[src/mcps_pkg.sv]
// Purpose: shared constants and types of the mirror controller power sequencer
// Assumes: ref_clk at 25 MHz
// Notes:   the blanking time is kept in ms and its cycle count derived from it; the load gap is given in cycles
package mcps_pkg;
   localparam int unsigned CLK_HZ          = 25_000_000;
   localparam int unsigned MS_PER_S        = 1000;
   // power-ok blanking after supply-valid rises, in ms
   localparam int unsigned BLANK_MS        = 60;
   localparam int unsigned BLANK_CYCLES    = BLANK_MS * (CLK_HZ / MS_PER_S);
   localparam int unsigned TIMER_W         = 21;
   // shutdown sequence shape
   localparam int unsigned NUM_LOADS       = 8;
   localparam int unsigned LOAD_GAP_CYCLES = 4;
   localparam int unsigned INDEX_W         = 3;
   // power mode command values
   localparam logic [7:0]  MODE_NORMAL     = 8'h00;
   localparam logic [7:0]  MODE_STANDBY    = 8'h01;

   typedef enum logic [2:0] {
      MCPS_OFF,
      MCPS_BLANK,
      MCPS_WAIT_OK,
      MCPS_RUN,
      MCPS_SHUT_LOAD,
      MCPS_SHUT_PARK,
      MCPS_PARKED
   } mcps_state_t;

   typedef struct packed {
      logic                 load;
      logic                 park;
      logic [INDEX_W-1:0]   index;
   } mcps_mirror_cmd_t;

   typedef struct packed {
      logic                 valid;
      logic [7:0]           value;
   } mcps_mode_cmd_t;
endpackage : mcps_pkg

[src/mcps_sequencer.sv]
// Purpose: power-up reset release and orderly micromirror_array shutdown
// Assumes: all inputs synchronous to ref_clk
// Notes:   shutdown runs on a standby command or on loss of power_ok_input;
//          the shutdown takes a few dozen cycles, far inside the supply hold;
//          after a park only a normal command or a supply loss leaves the
//          parked state, so a returning power-ok alone does not restart
`timescale 1ns/100ps
`default_nettype none
module mcps_sequencer #(
   parameter int unsigned BLANK_CYCLES = mcps_pkg::BLANK_CYCLES
) (
   input  wire logic                      ref_clk,
   input  wire logic                      rst_n,
   input  wire logic                      supplyValidSense,
   input  wire logic                      powerOkInput,
   input  wire mcps_pkg::mcps_mode_cmd_t  modeCmd,
   output var  logic                      sysReset_n,
   output var  mcps_pkg::mcps_mirror_cmd_t mirrorCmd,
   output var  logic                      shutdownBusy,
   output var  logic                      mirrorParked
);

   function automatic logic isMode(input mcps_pkg::mcps_mode_cmd_t cmd,
                                   input logic [7:0] value);
      isMode = cmd.valid && (cmd.value == value);
   endfunction : isMode

   // reset is held through power-off, blanking and the wait for power-ok
   function automatic logic isReleased(input mcps_pkg::mcps_state_t st);
      isReleased = (st != mcps_pkg::MCPS_OFF) &&
                   (st != mcps_pkg::MCPS_BLANK) &&
                   (st != mcps_pkg::MCPS_WAIT_OK);
   endfunction : isReleased

   function automatic logic isShutdown(input mcps_pkg::mcps_state_t st);
      isShutdown = (st == mcps_pkg::MCPS_SHUT_LOAD) ||
                   (st == mcps_pkg::MCPS_SHUT_PARK);
   endfunction : isShutdown

   mcps_pkg::mcps_state_t               state;
   mcps_pkg::mcps_state_t               next_state;
   logic [mcps_pkg::TIMER_W-1:0]        timer;
   logic [mcps_pkg::TIMER_W-1:0]        next_timer;
   logic [mcps_pkg::INDEX_W-1:0]        loadIndex;
   logic [mcps_pkg::INDEX_W-1:0]        next_loadIndex;
   // supply-valid edge detector; it resets low so a sense already high
   // at release counts as a rise and restarts the blanking
   logic                                svPrev;
   logic                                standbyReq;
   logic                                normalReq;
   logic                                svRise;
   logic                                blankDone;
   logic                                gapDone;
   logic                                lastLoad;
   logic                                next_sysReset_n;
   logic                                next_load;
   logic                                next_park;
   logic                                next_busy;
   logic                                next_parked;

   // terminal counts of the one shared timer and of the load index
   localparam logic [mcps_pkg::TIMER_W-1:0] BLANK_LAST =
      mcps_pkg::TIMER_W'(BLANK_CYCLES - 1);
   localparam logic [mcps_pkg::TIMER_W-1:0] GAP_LAST =
      mcps_pkg::TIMER_W'(mcps_pkg::LOAD_GAP_CYCLES - 1);
   localparam logic [mcps_pkg::INDEX_W-1:0] LOAD_LAST =
      mcps_pkg::INDEX_W'(mcps_pkg::NUM_LOADS - 1);

   assign standbyReq = isMode(modeCmd, mcps_pkg::MODE_STANDBY);
   assign normalReq  = isMode(modeCmd, mcps_pkg::MODE_NORMAL);
   assign svRise     = supplyValidSense && !svPrev;
   assign blankDone  = (timer == BLANK_LAST);
   assign gapDone    = (timer == GAP_LAST);
   assign lastLoad   = (loadIndex == LOAD_LAST);

   always_comb
   begin
      next_state     = state;
      next_timer     = timer;
      next_loadIndex = loadIndex;
      unique case (state)
         mcps_pkg::MCPS_OFF:
         begin
            // timer kept clear so blanking always counts from zero
            next_timer = '0;
            if (svRise)
            begin
               next_state = mcps_pkg::MCPS_BLANK;
            end
         end
         mcps_pkg::MCPS_BLANK:
         begin
            // power-ok is not looked at while blanking
            next_timer = timer + 1'b1;
            if (blankDone)
            begin
               next_state = mcps_pkg::MCPS_WAIT_OK;
            end
         end
         mcps_pkg::MCPS_WAIT_OK:
         begin
            // no time limit here: the monitor holds power-ok low as it needs
            if (powerOkInput)
            begin
               next_state = mcps_pkg::MCPS_RUN;
            end
         end
         mcps_pkg::MCPS_RUN:
         begin
            next_timer     = '0;
            next_loadIndex = '0;
            // loss of power-ok and standby both start the same shutdown
            if (!powerOkInput || standbyReq)
            begin
               next_state = mcps_pkg::MCPS_SHUT_LOAD;
            end
         end
         mcps_pkg::MCPS_SHUT_LOAD:
         begin
            // one load per gap; the index wraps to zero after the last load
            next_timer = gapDone ? '0 : timer + 1'b1;
            if (gapDone)
            begin
               next_loadIndex = loadIndex + 1'b1;
               if (lastLoad)
               begin
                  next_state = mcps_pkg::MCPS_SHUT_PARK;
               end
            end
         end
         mcps_pkg::MCPS_SHUT_PARK:
         begin
            // park lasts one cycle, then the array rests un-landed
            next_state = mcps_pkg::MCPS_PARKED;
         end
         mcps_pkg::MCPS_PARKED:
         begin
            // a returning power-ok alone must not restart the array
            if (powerOkInput && normalReq)
            begin
               next_state = mcps_pkg::MCPS_RUN;
            end
         end
         // the eighth code of the state register is never used
         default:
         begin
            next_state     = mcps_pkg::MCPS_OFF;
            next_timer     = '0;
            next_loadIndex = '0;
         end
      endcase
      // a supply drop aborts whatever runs, shutdown included
      if (!supplyValidSense)
      begin
         next_state = mcps_pkg::MCPS_OFF;
      end
   end

   always_ff @(posedge ref_clk or negedge rst_n)
   begin
      if (!rst_n)
      begin
         state     <= mcps_pkg::MCPS_OFF;
         timer     <= '0;
         loadIndex <= '0;
         svPrev    <= 1'b0;
      end
      else
      begin
         state     <= next_state;
         timer     <= next_timer;
         loadIndex <= next_loadIndex;
         svPrev    <= supplyValidSense;
      end
   end

   // reset, park, busy and parked decoded from the next state so each register lines up with it; load from the current state and timer
   assign next_sysReset_n = isReleased(next_state);
   assign next_load       = (state == mcps_pkg::MCPS_SHUT_LOAD) &&
                            (timer == '0);
   assign next_park       = (next_state == mcps_pkg::MCPS_SHUT_PARK);
   assign next_busy       = isShutdown(next_state);
   assign next_parked     = (next_state == mcps_pkg::MCPS_PARKED);

   // index is held between loads; it is only meaningful with the load pulse
   always_ff @(posedge ref_clk or negedge rst_n)
   begin
      if (!rst_n)
      begin
         sysReset_n   <= 1'b0;
         mirrorCmd    <= '0;
         shutdownBusy <= 1'b0;
         mirrorParked <= 1'b0;
      end
      else
      begin
         sysReset_n      <= next_sysReset_n;
         mirrorCmd.load  <= next_load;
         mirrorCmd.park  <= next_park;
         mirrorCmd.index <= loadIndex;
         shutdownBusy    <= next_busy;
         mirrorParked    <= next_parked;
      end
   end

endmodule : mcps_sequencer
`default_nettype wire

[config.mk]
export PLATFORM = sky130hd
export DESIGN_NAME = mcps_sequencer
export DESIGN_NICKNAME = d
export VERILOG_FILES = /design/src/mcps_pkg.sv /design/src/mcps_sequencer.sv
export SDC_FILE = /design/constraint.sdc
export NUM_CORES = 1
export LEC_CHECK = 0
export BUFFER_PORTS_ARGS = -buffer_cell sky130_fd_sc_hd__buf_2
export CORE_ASPECT_RATIO = 0.75
export CORE_UTILIZATION = 54
export CTS_CLUSTER_DIAMETER = 200
export DETAILED_ROUTE_END_ITERATION = 16
export GPL_TIMING_DRIVEN = 1
export PLACE_DENSITY = 0.74
export SYNTH_ARGS = -nofsm -noshare
export SYNTH_HDL_FRONTEND = slang
export SYNTH_SLANG_ARGS = --single-unit
export TNS_END_PERCENT = 10
[constraint.sdc]
create_clock -name ref_clk -period 2.5 [get_ports ref_clk]
set_input_delay 0.25 -clock ref_clk [delete_from_list [all_inputs] [get_ports ref_clk]]
set_output_delay 0.25 -clock ref_clk [all_outputs]
set_load 0.005 [all_outputs]
==> flow_summary.ini, run 1 <==
[pwr]
irDropWorstVdd_mv = 0.3383
internal-power_mw = 0.8321
finalPower_mw = 1.076
p_leak_nw = 0.9175
switching_share_pct = 22.70
p_sw_mw = 0.2443
powerDensity_nw_per_um2 = 497.9
clkPwrFrac_pct = 39.4
power_frac_seq_pct = 55.0
combPwrFrac_pct = 5.6

[placement]
gp_congestion = 0.8493
hpwl_um = 3010
port_buffers = 20

[global_routing]
grt_pass1_vias = 1479
grt_overflow = 0
grt_pass1_wl_um = 6982
grt_usage_pct = 25.04
grt_antenna_before_repair = 0
grt_max_degree = 37

[clock_tree]
post_cts_buffers = 0
clk_pin_slew_ns = 0.07
clk_latency_ns = 0.29
h-tree-depth = 2
cts_root_buf = clkbuf_8
tritoncts = done
numClockSinks = 36
cts_hold_buf = 0
ctsResizeCount = 0
numCtsBuffers = 5
cts_buffer_depth = 2

[synth]
synthCells = 202
yosysWarnings = 0
synth-async-reset-ratio_pct = 100.0
ys_seq_area_share_pct = 46.66
synth_cell_types = 41
syn_area_per_cell_um2 = 9.557
ys.flop_type = dfrtp_1
syn-cell-area_um2 = 1931
synth_edf_count = 0
syn-num-nets = 219
ys_seq_elements = 36

[setup_path]
cp-end-kind = register
critPathLaunchType = register
crit_fanout = 19
crit_chain = or4_4, nor4_4, a21boi_1, o21ai_4, nor2_1
worstPathRequired_ns = 2.66
critical-path-max-stage-delay_ns = 0.57
arrival_ns = 2.45
path_class = register to register
cpMaxStageDelayCell = or4_4

[drt]
detail-route-antenna-nets = 0
detail_route.wl_per_cell_um = 15.35
drc = 3
drt_iter0_markers = 95
vias_per_cell = 5.786
first_pass_iters = 10
wirelength_um = 4084
vias = 1539

[job]
drv_cap = 0

[sta]
clock_skew_ns = 0.002005
slew_viol_final = 0
fin_tns_setup_ns = 0
max_freq_mhz = 436.7
period_minus_slack_ns = 2.290
worst_pin_slew_ns = 0.7506
rsz0062_at_grt = false
finalSetupViolations = 0
final_hold_viol_count = 0
timing.max_slew.rel_slack_pct = 49.96
min_period_over_period_pct = 91.60

[floorplanning]
die_y_um = 53.78
num_rows = 18
pin_count = 21
die_w_um = 71.04
die_area_um2 = 3821
core_area_um2 = 3356
start_util_pct = 57.53

[outcome]
status = finished with violations
failed_checks = DRC

[hold_path]
hp-class = primary input to async pin

[layout]
drive_above_1_share_pct = 17.70
area_growth_pct = 11.99
nets = 242
antenna_cells = 0
## through the flow
| stage | instances | setup slack (ns) | utilization, % | hold WS, ns | cell area, µm² |
|---|---|---|---|---|---|
| after floorplan | 202 | 0.4635 | - | -0.04559 | 1931 |
| after global placement | 258 | 0.3130 | 61.63 | 0.3562 | 2068 |
| after detailed placement | 258 | 0.2344 | 61.63 | 0.3664 | 2068 |
| after CTS | 266 | 0.2313 | 64.43 | 0.05089 | 2162 |
| after global routing | 266 | 0.03553 | 64.43 | 0.08136 | 2162 |
| final | 266 | 0.2100 | 64.43 | 0.02204 | 2162 |
## final timing paths
check | start | to | slack [ns] | depth (start not counted)
min in group ref_clk | supplyValidSense | svPrev | 0.10 | 1
min reg2reg | loadIndex[1] | mirrorCmd[1] | 0.42 | 0
max | timer[11] | timer[4] | 0.21 | 5
min | rst_n | timer[7] | 0.02 | 1
max in group asynchronous | rst_n | state[1] | 2.00 | 1
max reg2reg | timer[11] | timer[4] | 0.21 | 5
## layout by cell type, fill, tap and decap left out, types with 4 or more instances in the layout
cell,instances
dfrtp_1,36
nor2_1,27
buf_2,20
xnor2_1,17
inv_1,14
nand2_1,14
nor3_1,10
nor4_1,8
nand3_1,7
nand4_1,6
o21ai_0,6
clkbuf_8,6
a21oi_1,5
ha_1,4
## worst max-delay path, delay by kind of cell, from the launching register on
kind / cells / cell delay (ns)
AOI/OAI and AO/OA: 2 / 0.62
and+or+nand+nor: 3 / 1.12
DFF: 1 / 0.41
## logic make-up after synthesis
| group | count (synthesis) | share of synthesized area, % |
|---|---|---|
| AND/OR/NAND/NOR | 97 | 27.22 |
| buffers and inverters | 21 | 4.536 |
| XOR/XNOR | 19 | 8.620 |
| flip-flops | 36 | 46.66 |
| AO/OA/AOI/OAI | 25 | 10.37 |
| adder cells (fa/ha/maj) | 4 | 2.592 |
## area by class of cell
type                       count  area, µm²
inverter                      14      52.55
multi-input combinational    145      942.2
fill                         280       1194
clock buffer                   7      86.33
sequential                    36      900.9
clock inverter                 1      7.507
tap                           40      50.05
timing repair buffer          23      122.6
## synth_stat cells (2+ instances only)
library cell	n	area (µm²)
a21oi_1	5	25.02
a311oi_1	3	26.28
and4_1	2	17.52
clkbuf_1	5	18.77
dfrtp_1	36	900.9
ha_1	4	50.05
inv_1	14	52.55
nand2_1	14	52.55
nand2b_1	3	18.77
nand3_1	7	35.03
nand3b_1	2	15.01
nand4_1	6	37.54
nor2_1	27	101.4
nor2b_1	3	18.77
nor3_1	10	50.05
nor4_1	8	50.05
o21ai_0	6	30.03
or2_2	3	18.77
or3_1	3	18.77
or4_1	3	22.52
xnor2_1	17	148.9
xor2_1	2	17.52
## state kept, by name, summed over array words and instances, names as in the netlist
register      flops
mirrorParked      1
loadIndex         3
svPrev            1
sysReset_n        1
mirrorCmd         5
shutdownBusy      1
timer            21
state             3
## power groups by stage
stage | sequential [mW] | clock, mW | combinational [mW]
6_report | 0.592 | 0.425 | 0.0600
5_1_grt | 0.592 | 0.461 | 0.0685
4_1_cts | 0.591 | 0.437 | 0.0608
3_5_place_dp | 0.602 | 0 | 0.0609
3_3_place_gp | 0.602 | 0 | 0.0582
2_1_floorplan | 0.601 | 0 | 0.0337
## metal layers
metal / vias to the layer above / global-route usage (%) / wire length, µm
met2: 43 / 37.18 / 1789
li1: 754 / - / -
met4: 0 / 11.00 / 80
met3: 10 / 5.993 / 185
met1: 732 / 35.27 / 2028
met5: - / 0 / 0
Power figures use the tool's default switching activity.
==> run 2, diff against run 1 <==
- CELL_PAD_IN_SITES_DETAIL_PLACEMENT: not set -> 1
- CELL_PAD_IN_SITES_GLOBAL_PLACEMENT: not set -> 1
- CORE_UTILIZATION: 54 -> 45
- PLACE_DENSITY: 0.74 -> not set
- PLACE_DENSITY_LB_ADDON: not set -> 0.1
==> run 2 against run 1 <==
The run now ends clean. Via count rose by 3.1%. Sequential cell count did not move. Cell count rose by 6.0%. Final area rose by 0.93%. Critical path type unchanged. Critical endpoint is now state[0]. Largest cell class unchanged.
==> flow_summary.ini, run 2 (synthesized netlist as in run 1, its figures left out) <==
[layout]
largest_reg_flops = 21
final_area_um2 = 2182
fill_cells = 481
mostFrequentLayoutCells = 36 x dfrtp_1, 27 x nor2_1, 20 x buf_2, 17 x xnor2_1
reg_top3 = timer x21, mirrorCmd x5
fin_cells = 282
final_common_cell = dfrtp_1
antenna_cells = 0
nets = 243
area_growth_pct = 13.03
final_core_util_pct = 53.50
top_register = timer
drive_above_1_share_pct = 18.50

[pwr]
power_frac_seq_pct = 55.9
clkPwrFrac_pct = 37.9
combPwrFrac_pct = 6.3
p_leak_nw = 0.9253
switching_share_pct = 23.98
irDropWorstVdd_mv = 0.3671
internal-power_mw = 0.8043
p_sw_mw = 0.2537
powerDensity_nw_per_um2 = 484.9
finalPower_mw = 1.058

[outcome]
status = completed

[setup_path]
path_class = register to register
crit_chain = or4_4, nor4_4, and4_1, a2111oi_4, a311oi_1
critPathLaunchType = register
crit_fanout = 8
cp-end-kind = register
critical-path-max-stage-delay_ns = 0.57
cpMaxStageDelayCell = or4_4
arrival_ns = 2.46
worstPathRequired_ns = 2.64

[clock_tree]
clk_pin_slew_ns = 0.07
cts_hold_buf = 0
cts_root_buf = clkbuf_8
tritoncts = done
numCtsBuffers = 5
cts_buffer_depth = 2
h-tree-depth = 2
numClockSinks = 36
clk_latency_ns = 0.28
post_cts_buffers = 0
ctsResizeCount = 0

[sta]
min_period_over_period_pct = 92.56
timing.max_slew.rel_slack_pct = 47.02
slew_viol_final = 0
fin_tns_setup_ns = 0
clock_skew_ns = 0.007657
max_freq_mhz = 432.1
final_hold_viol_count = 0
worst_pin_slew_ns = 0.7948
hold_ws_ns = 0.04819
period_minus_slack_ns = 2.314
finalSetupViolations = 0
rsz0062_at_grt = false
fin_ws_ns = 0.1859

[floorplanning]
die_y_um = 58.73
core_area_um2 = 4079
num_rows = 20
start_util_pct = 47.33
die_area_um2 = 4559
die_w_um = 77.63
pin_count = 21

[global_routing]
grt_pass1_vias = 1600
grt_pass1_wl_um = 8079
grt_antenna_before_repair = 0
grt_overflow = 0
grt_usage_pct = 23.56
grt_max_degree = 37

[placement]
dpl-instance-area_um2 = 2095
hpwl_um = 3651
port_buffers = 20
dp_slack_ns = 0.2251
placed_cells = 274
gp_congestion = 0.7816

[drt]
vias = 1587
wirelength_um = 4778
drc = 0
detail_route.wl_per_cell_um = 16.94
detail-route-antenna-nets = 0
first_pass_iters = 5
vias_per_cell = 5.628
drt_iter0_markers = 60

[hold_path]
hp-class = primary input to async pin

[job]
drv_cap = 0
run 2: cell count changes in the layout (fill, tap and decap cells not counted), sizes merged:
cell,delta
clkinv,+3
clkbuf,-2
clkinvlp,-1
buf,+1
run 2: final cells by class:
class / count / area [µm²] / area share, %
clock buffer: 5 / 68.82 / 3.154
clock inverter: 3 / 18.77 / 0.8601
inverter: 14 / 52.55 / 2.408
multi-input combinational: 145 / 942.2 / 43.18
sequential: 36 / 900.9 / 41.28
tap: 55 / 68.82 / 3.154
timing repair buffer: 24 / 130.1 / 5.963
run 2: power by group through the flow:
stage               sequential [mW]  combinational, mW  clock [mW]
floorplan                     0.601             0.0337           0
global placement              0.601             0.0623           0
detailed placement            0.602             0.0665           0
CTS                           0.591             0.0665       0.411
global route                  0.592             0.0740       0.442
finish                        0.591             0.0663       0.401
run 2: worst max-delay path, delay by kind of cell, from the launching register on:
family | cells | cell delay (ns)
and+or+nand+nor | 3 | 1.31
AOI/OAI and AO/OA | 2 | 0.45
DFF | 1 | 0.42
run 2: path summary, 6_finish.rpt:
kind	cells after the start	from	to	slack (ns)
min	1	rst_n	loadIndex[0]	0.05
max	5	timer[11]	state[0]	0.19
max in group asynchronous	1	rst_n	state[2]	1.94
max reg2reg	5	timer[11]	state[0]	0.19
min in group ref_clk	1	supplyValidSense	svPrev	0.12
min reg2reg	0	loadIndex[2]	mirrorCmd[2]	0.43
run 2: routing by layer:
metal	track usage [%]	share of wire, %	up-vias
met3	4.806	2.8	4
met5	0	0	-
li1	-	-	759
met2	37.42	45	32
met4	5.930	0.69	0
met1	33.27	51	792
==> run 3, diff against run 2 <==
- CTS_BUF_LIST: not set -> sky130_fd_sc_hd__clkbuf_16
==> run 3 against run 2 <==
Final area is 2.6% higher. Setup slack better by 0.012 ns. Global-route usage is 1.2 points higher. Critical endpoint unchanged. Largest cell class unchanged.
==> flow_summary.ini, run 3 (synthesized netlist as in run 1, its figures left out) <==
[drt]
vias = 1642
wirelength_um = 5098
drc = 0
first_pass_iters = 4
drt_iter0_markers = 84
detail-route-antenna-nets = 0
vias_per_cell = 5.823
detail_route.wl_per_cell_um = 18.08

[clock_tree]
h-tree-depth = 2
cts_buffer_depth = 2
clk_pin_slew_ns = 0.06
clk_latency_ns = 0.28
cts_root_buf = clkbuf_16
cts_hold_buf = 0
tritoncts = done
post_cts_buffers = 0
numClockSinks = 36
ctsResizeCount = 0
numCtsBuffers = 5

[sta]
min_period_over_period_pct = 92.08
timing.max_slew.rel_slack_pct = 46.69
period_minus_slack_ns = 2.302
rsz0062_at_grt = false
slew_viol_final = 0
max_freq_mhz = 434.4
clock_skew_ns = 0.005932
worst_pin_slew_ns = 0.7997
finalSetupViolations = 0
fin_ws_ns = 0.1981
final_hold_viol_count = 0
fin_tns_setup_ns = 0

[layout]
drive_above_1_share_pct = 18.50
fill_cells = 478
mostFrequentLayoutCells = 36 x dfrtp_1, 27 x nor2_1, 20 x buf_2, 17 x xnor2_1
top_register = timer
fin_cells = 282
area_growth_pct = 15.94
largest_reg_flops = 21
final_common_cell = dfrtp_1
final_core_util_pct = 54.88
nets = 243
reg_top3 = timer x21, mirrorCmd x5
antenna_cells = 0

[pwr]
clkPwrFrac_pct = 47.6
finalPower_mw = 1.256
powerDensity_nw_per_um2 = 561.2
power_frac_seq_pct = 47.1
irDropWorstVdd_mv = 0.3760
p_leak_nw = 0.9509
internal-power_mw = 0.9779
switching_share_pct = 22.15
p_sw_mw = 0.2782
combPwrFrac_pct = 5.3

[floorplanning]
core_area_um2 = 4079
die_w_um = 77.63
num_rows = 20
die_y_um = 58.73
pin_count = 21
die_area_um2 = 4559
start_util_pct = 47.33

[setup_path]
critPathLaunchType = register
path_class = register to register
crit_fanout = 8
cp-end-kind = register
arrival_ns = 2.45
worstPathRequired_ns = 2.64

[global_routing]
grt_pass1_wl_um = 8445
grt_overflow = 0
grt_antenna_before_repair = 0
grt_max_degree = 37
grt_pass1_vias = 1665
grt_usage_pct = 24.78

[placement]
hpwl_um = 3651
gp_congestion = 0.7816
placed_cells = 274
dp_slack_ns = 0.2251
port_buffers = 20

[job]
drv_cap = 0

[hold_path]
hp-class = primary input to async pin

[outcome]
status = completed
-- run 3: cell counts in the layout (fill, tap and decap cells not counted) --
Identical to the previous run, type by type.
-- run 3: worst max-delay path: stages (launching register included) --
cell       delay (ns)
dfrtp_1          0.42
or4_4            0.57
nor4_4           0.43
and4_1           0.32
a2111oi_4        0.10
a311oi_1         0.33
-- run 3: final cells by class --
| class | count | area [µm²] | area share (%) |
|---|---|---|---|
| clock buffer | 5 | 125.1 | 5.590 |
| clock inverter | 3 | 18.77 | 0.8385 |
| inverter | 14 | 52.55 | 2.348 |
| multi-input combinational | 145 | 942.2 | 42.09 |
| sequential | 36 | 900.9 | 40.25 |
| tap | 55 | 68.82 | 3.074 |
| timing repair buffer | 24 | 130.1 | 5.813 |
-- run 3: worst paths after layout --
| kind | start | endpoint | slack [ns] | depth (start not counted) |
|---|---|---|---|---|
| min in group ref_clk | supplyValidSense | svPrev | 0.12 | 1 |
| min reg2reg | loadIndex[2] | mirrorCmd[2] | 0.43 | 0 |
| max | timer[11] | state[0] | 0.20 | 5 |
| max reg2reg | timer[11] | state[0] | 0.20 | 5 |
| max in group asynchronous | rst_n | state[2] | 1.93 | 1 |
| min | rst_n | loadIndex[0] | 0.06 | 1 |
-- run 3: metrics by stage --
| step | hold slack (ns) | area [µm²] |
|---|---|---|
| floorplan | -0.04559 | 1931 |
| global placement | 0.3735 | 2095 |
| detailed placement | 0.3874 | 2095 |
| CTS | 0.09428 | 2238 |
| global route | 0.1187 | 2238 |
| finish | 0.05986 | 2238 |
-- run 3: power by group through the flow --
| stage | clock network (mW) | logic (mW) | registers (mW) |
|---|---|---|---|
| 2_1_floorplan | 0 | 0.0337 | 0.601 |
| 3_3_place_gp | 0 | 0.0623 | 0.601 |
| 3_5_place_dp | 0 | 0.0665 | 0.602 |
| 4_1_cts | 0.609 | 0.0673 | 0.592 |
| 5_1_grt | 0.633 | 0.0743 | 0.592 |
| 6_report | 0.597 | 0.0668 | 0.592 |
-- run 3: metal layers --
| metal | vias up | routed length [µm] | GRT usage [%] |
|---|---|---|---|
| met4 | 0 | 52 | 7.547 |
| met3 | 6 | 180 | 5.426 |
| met1 | 836 | 2448 | 33.30 |
| li1 | 760 | - | - |
| met2 | 40 | 2417 | 40.58 |
| met5 | - | 0 | 0 |
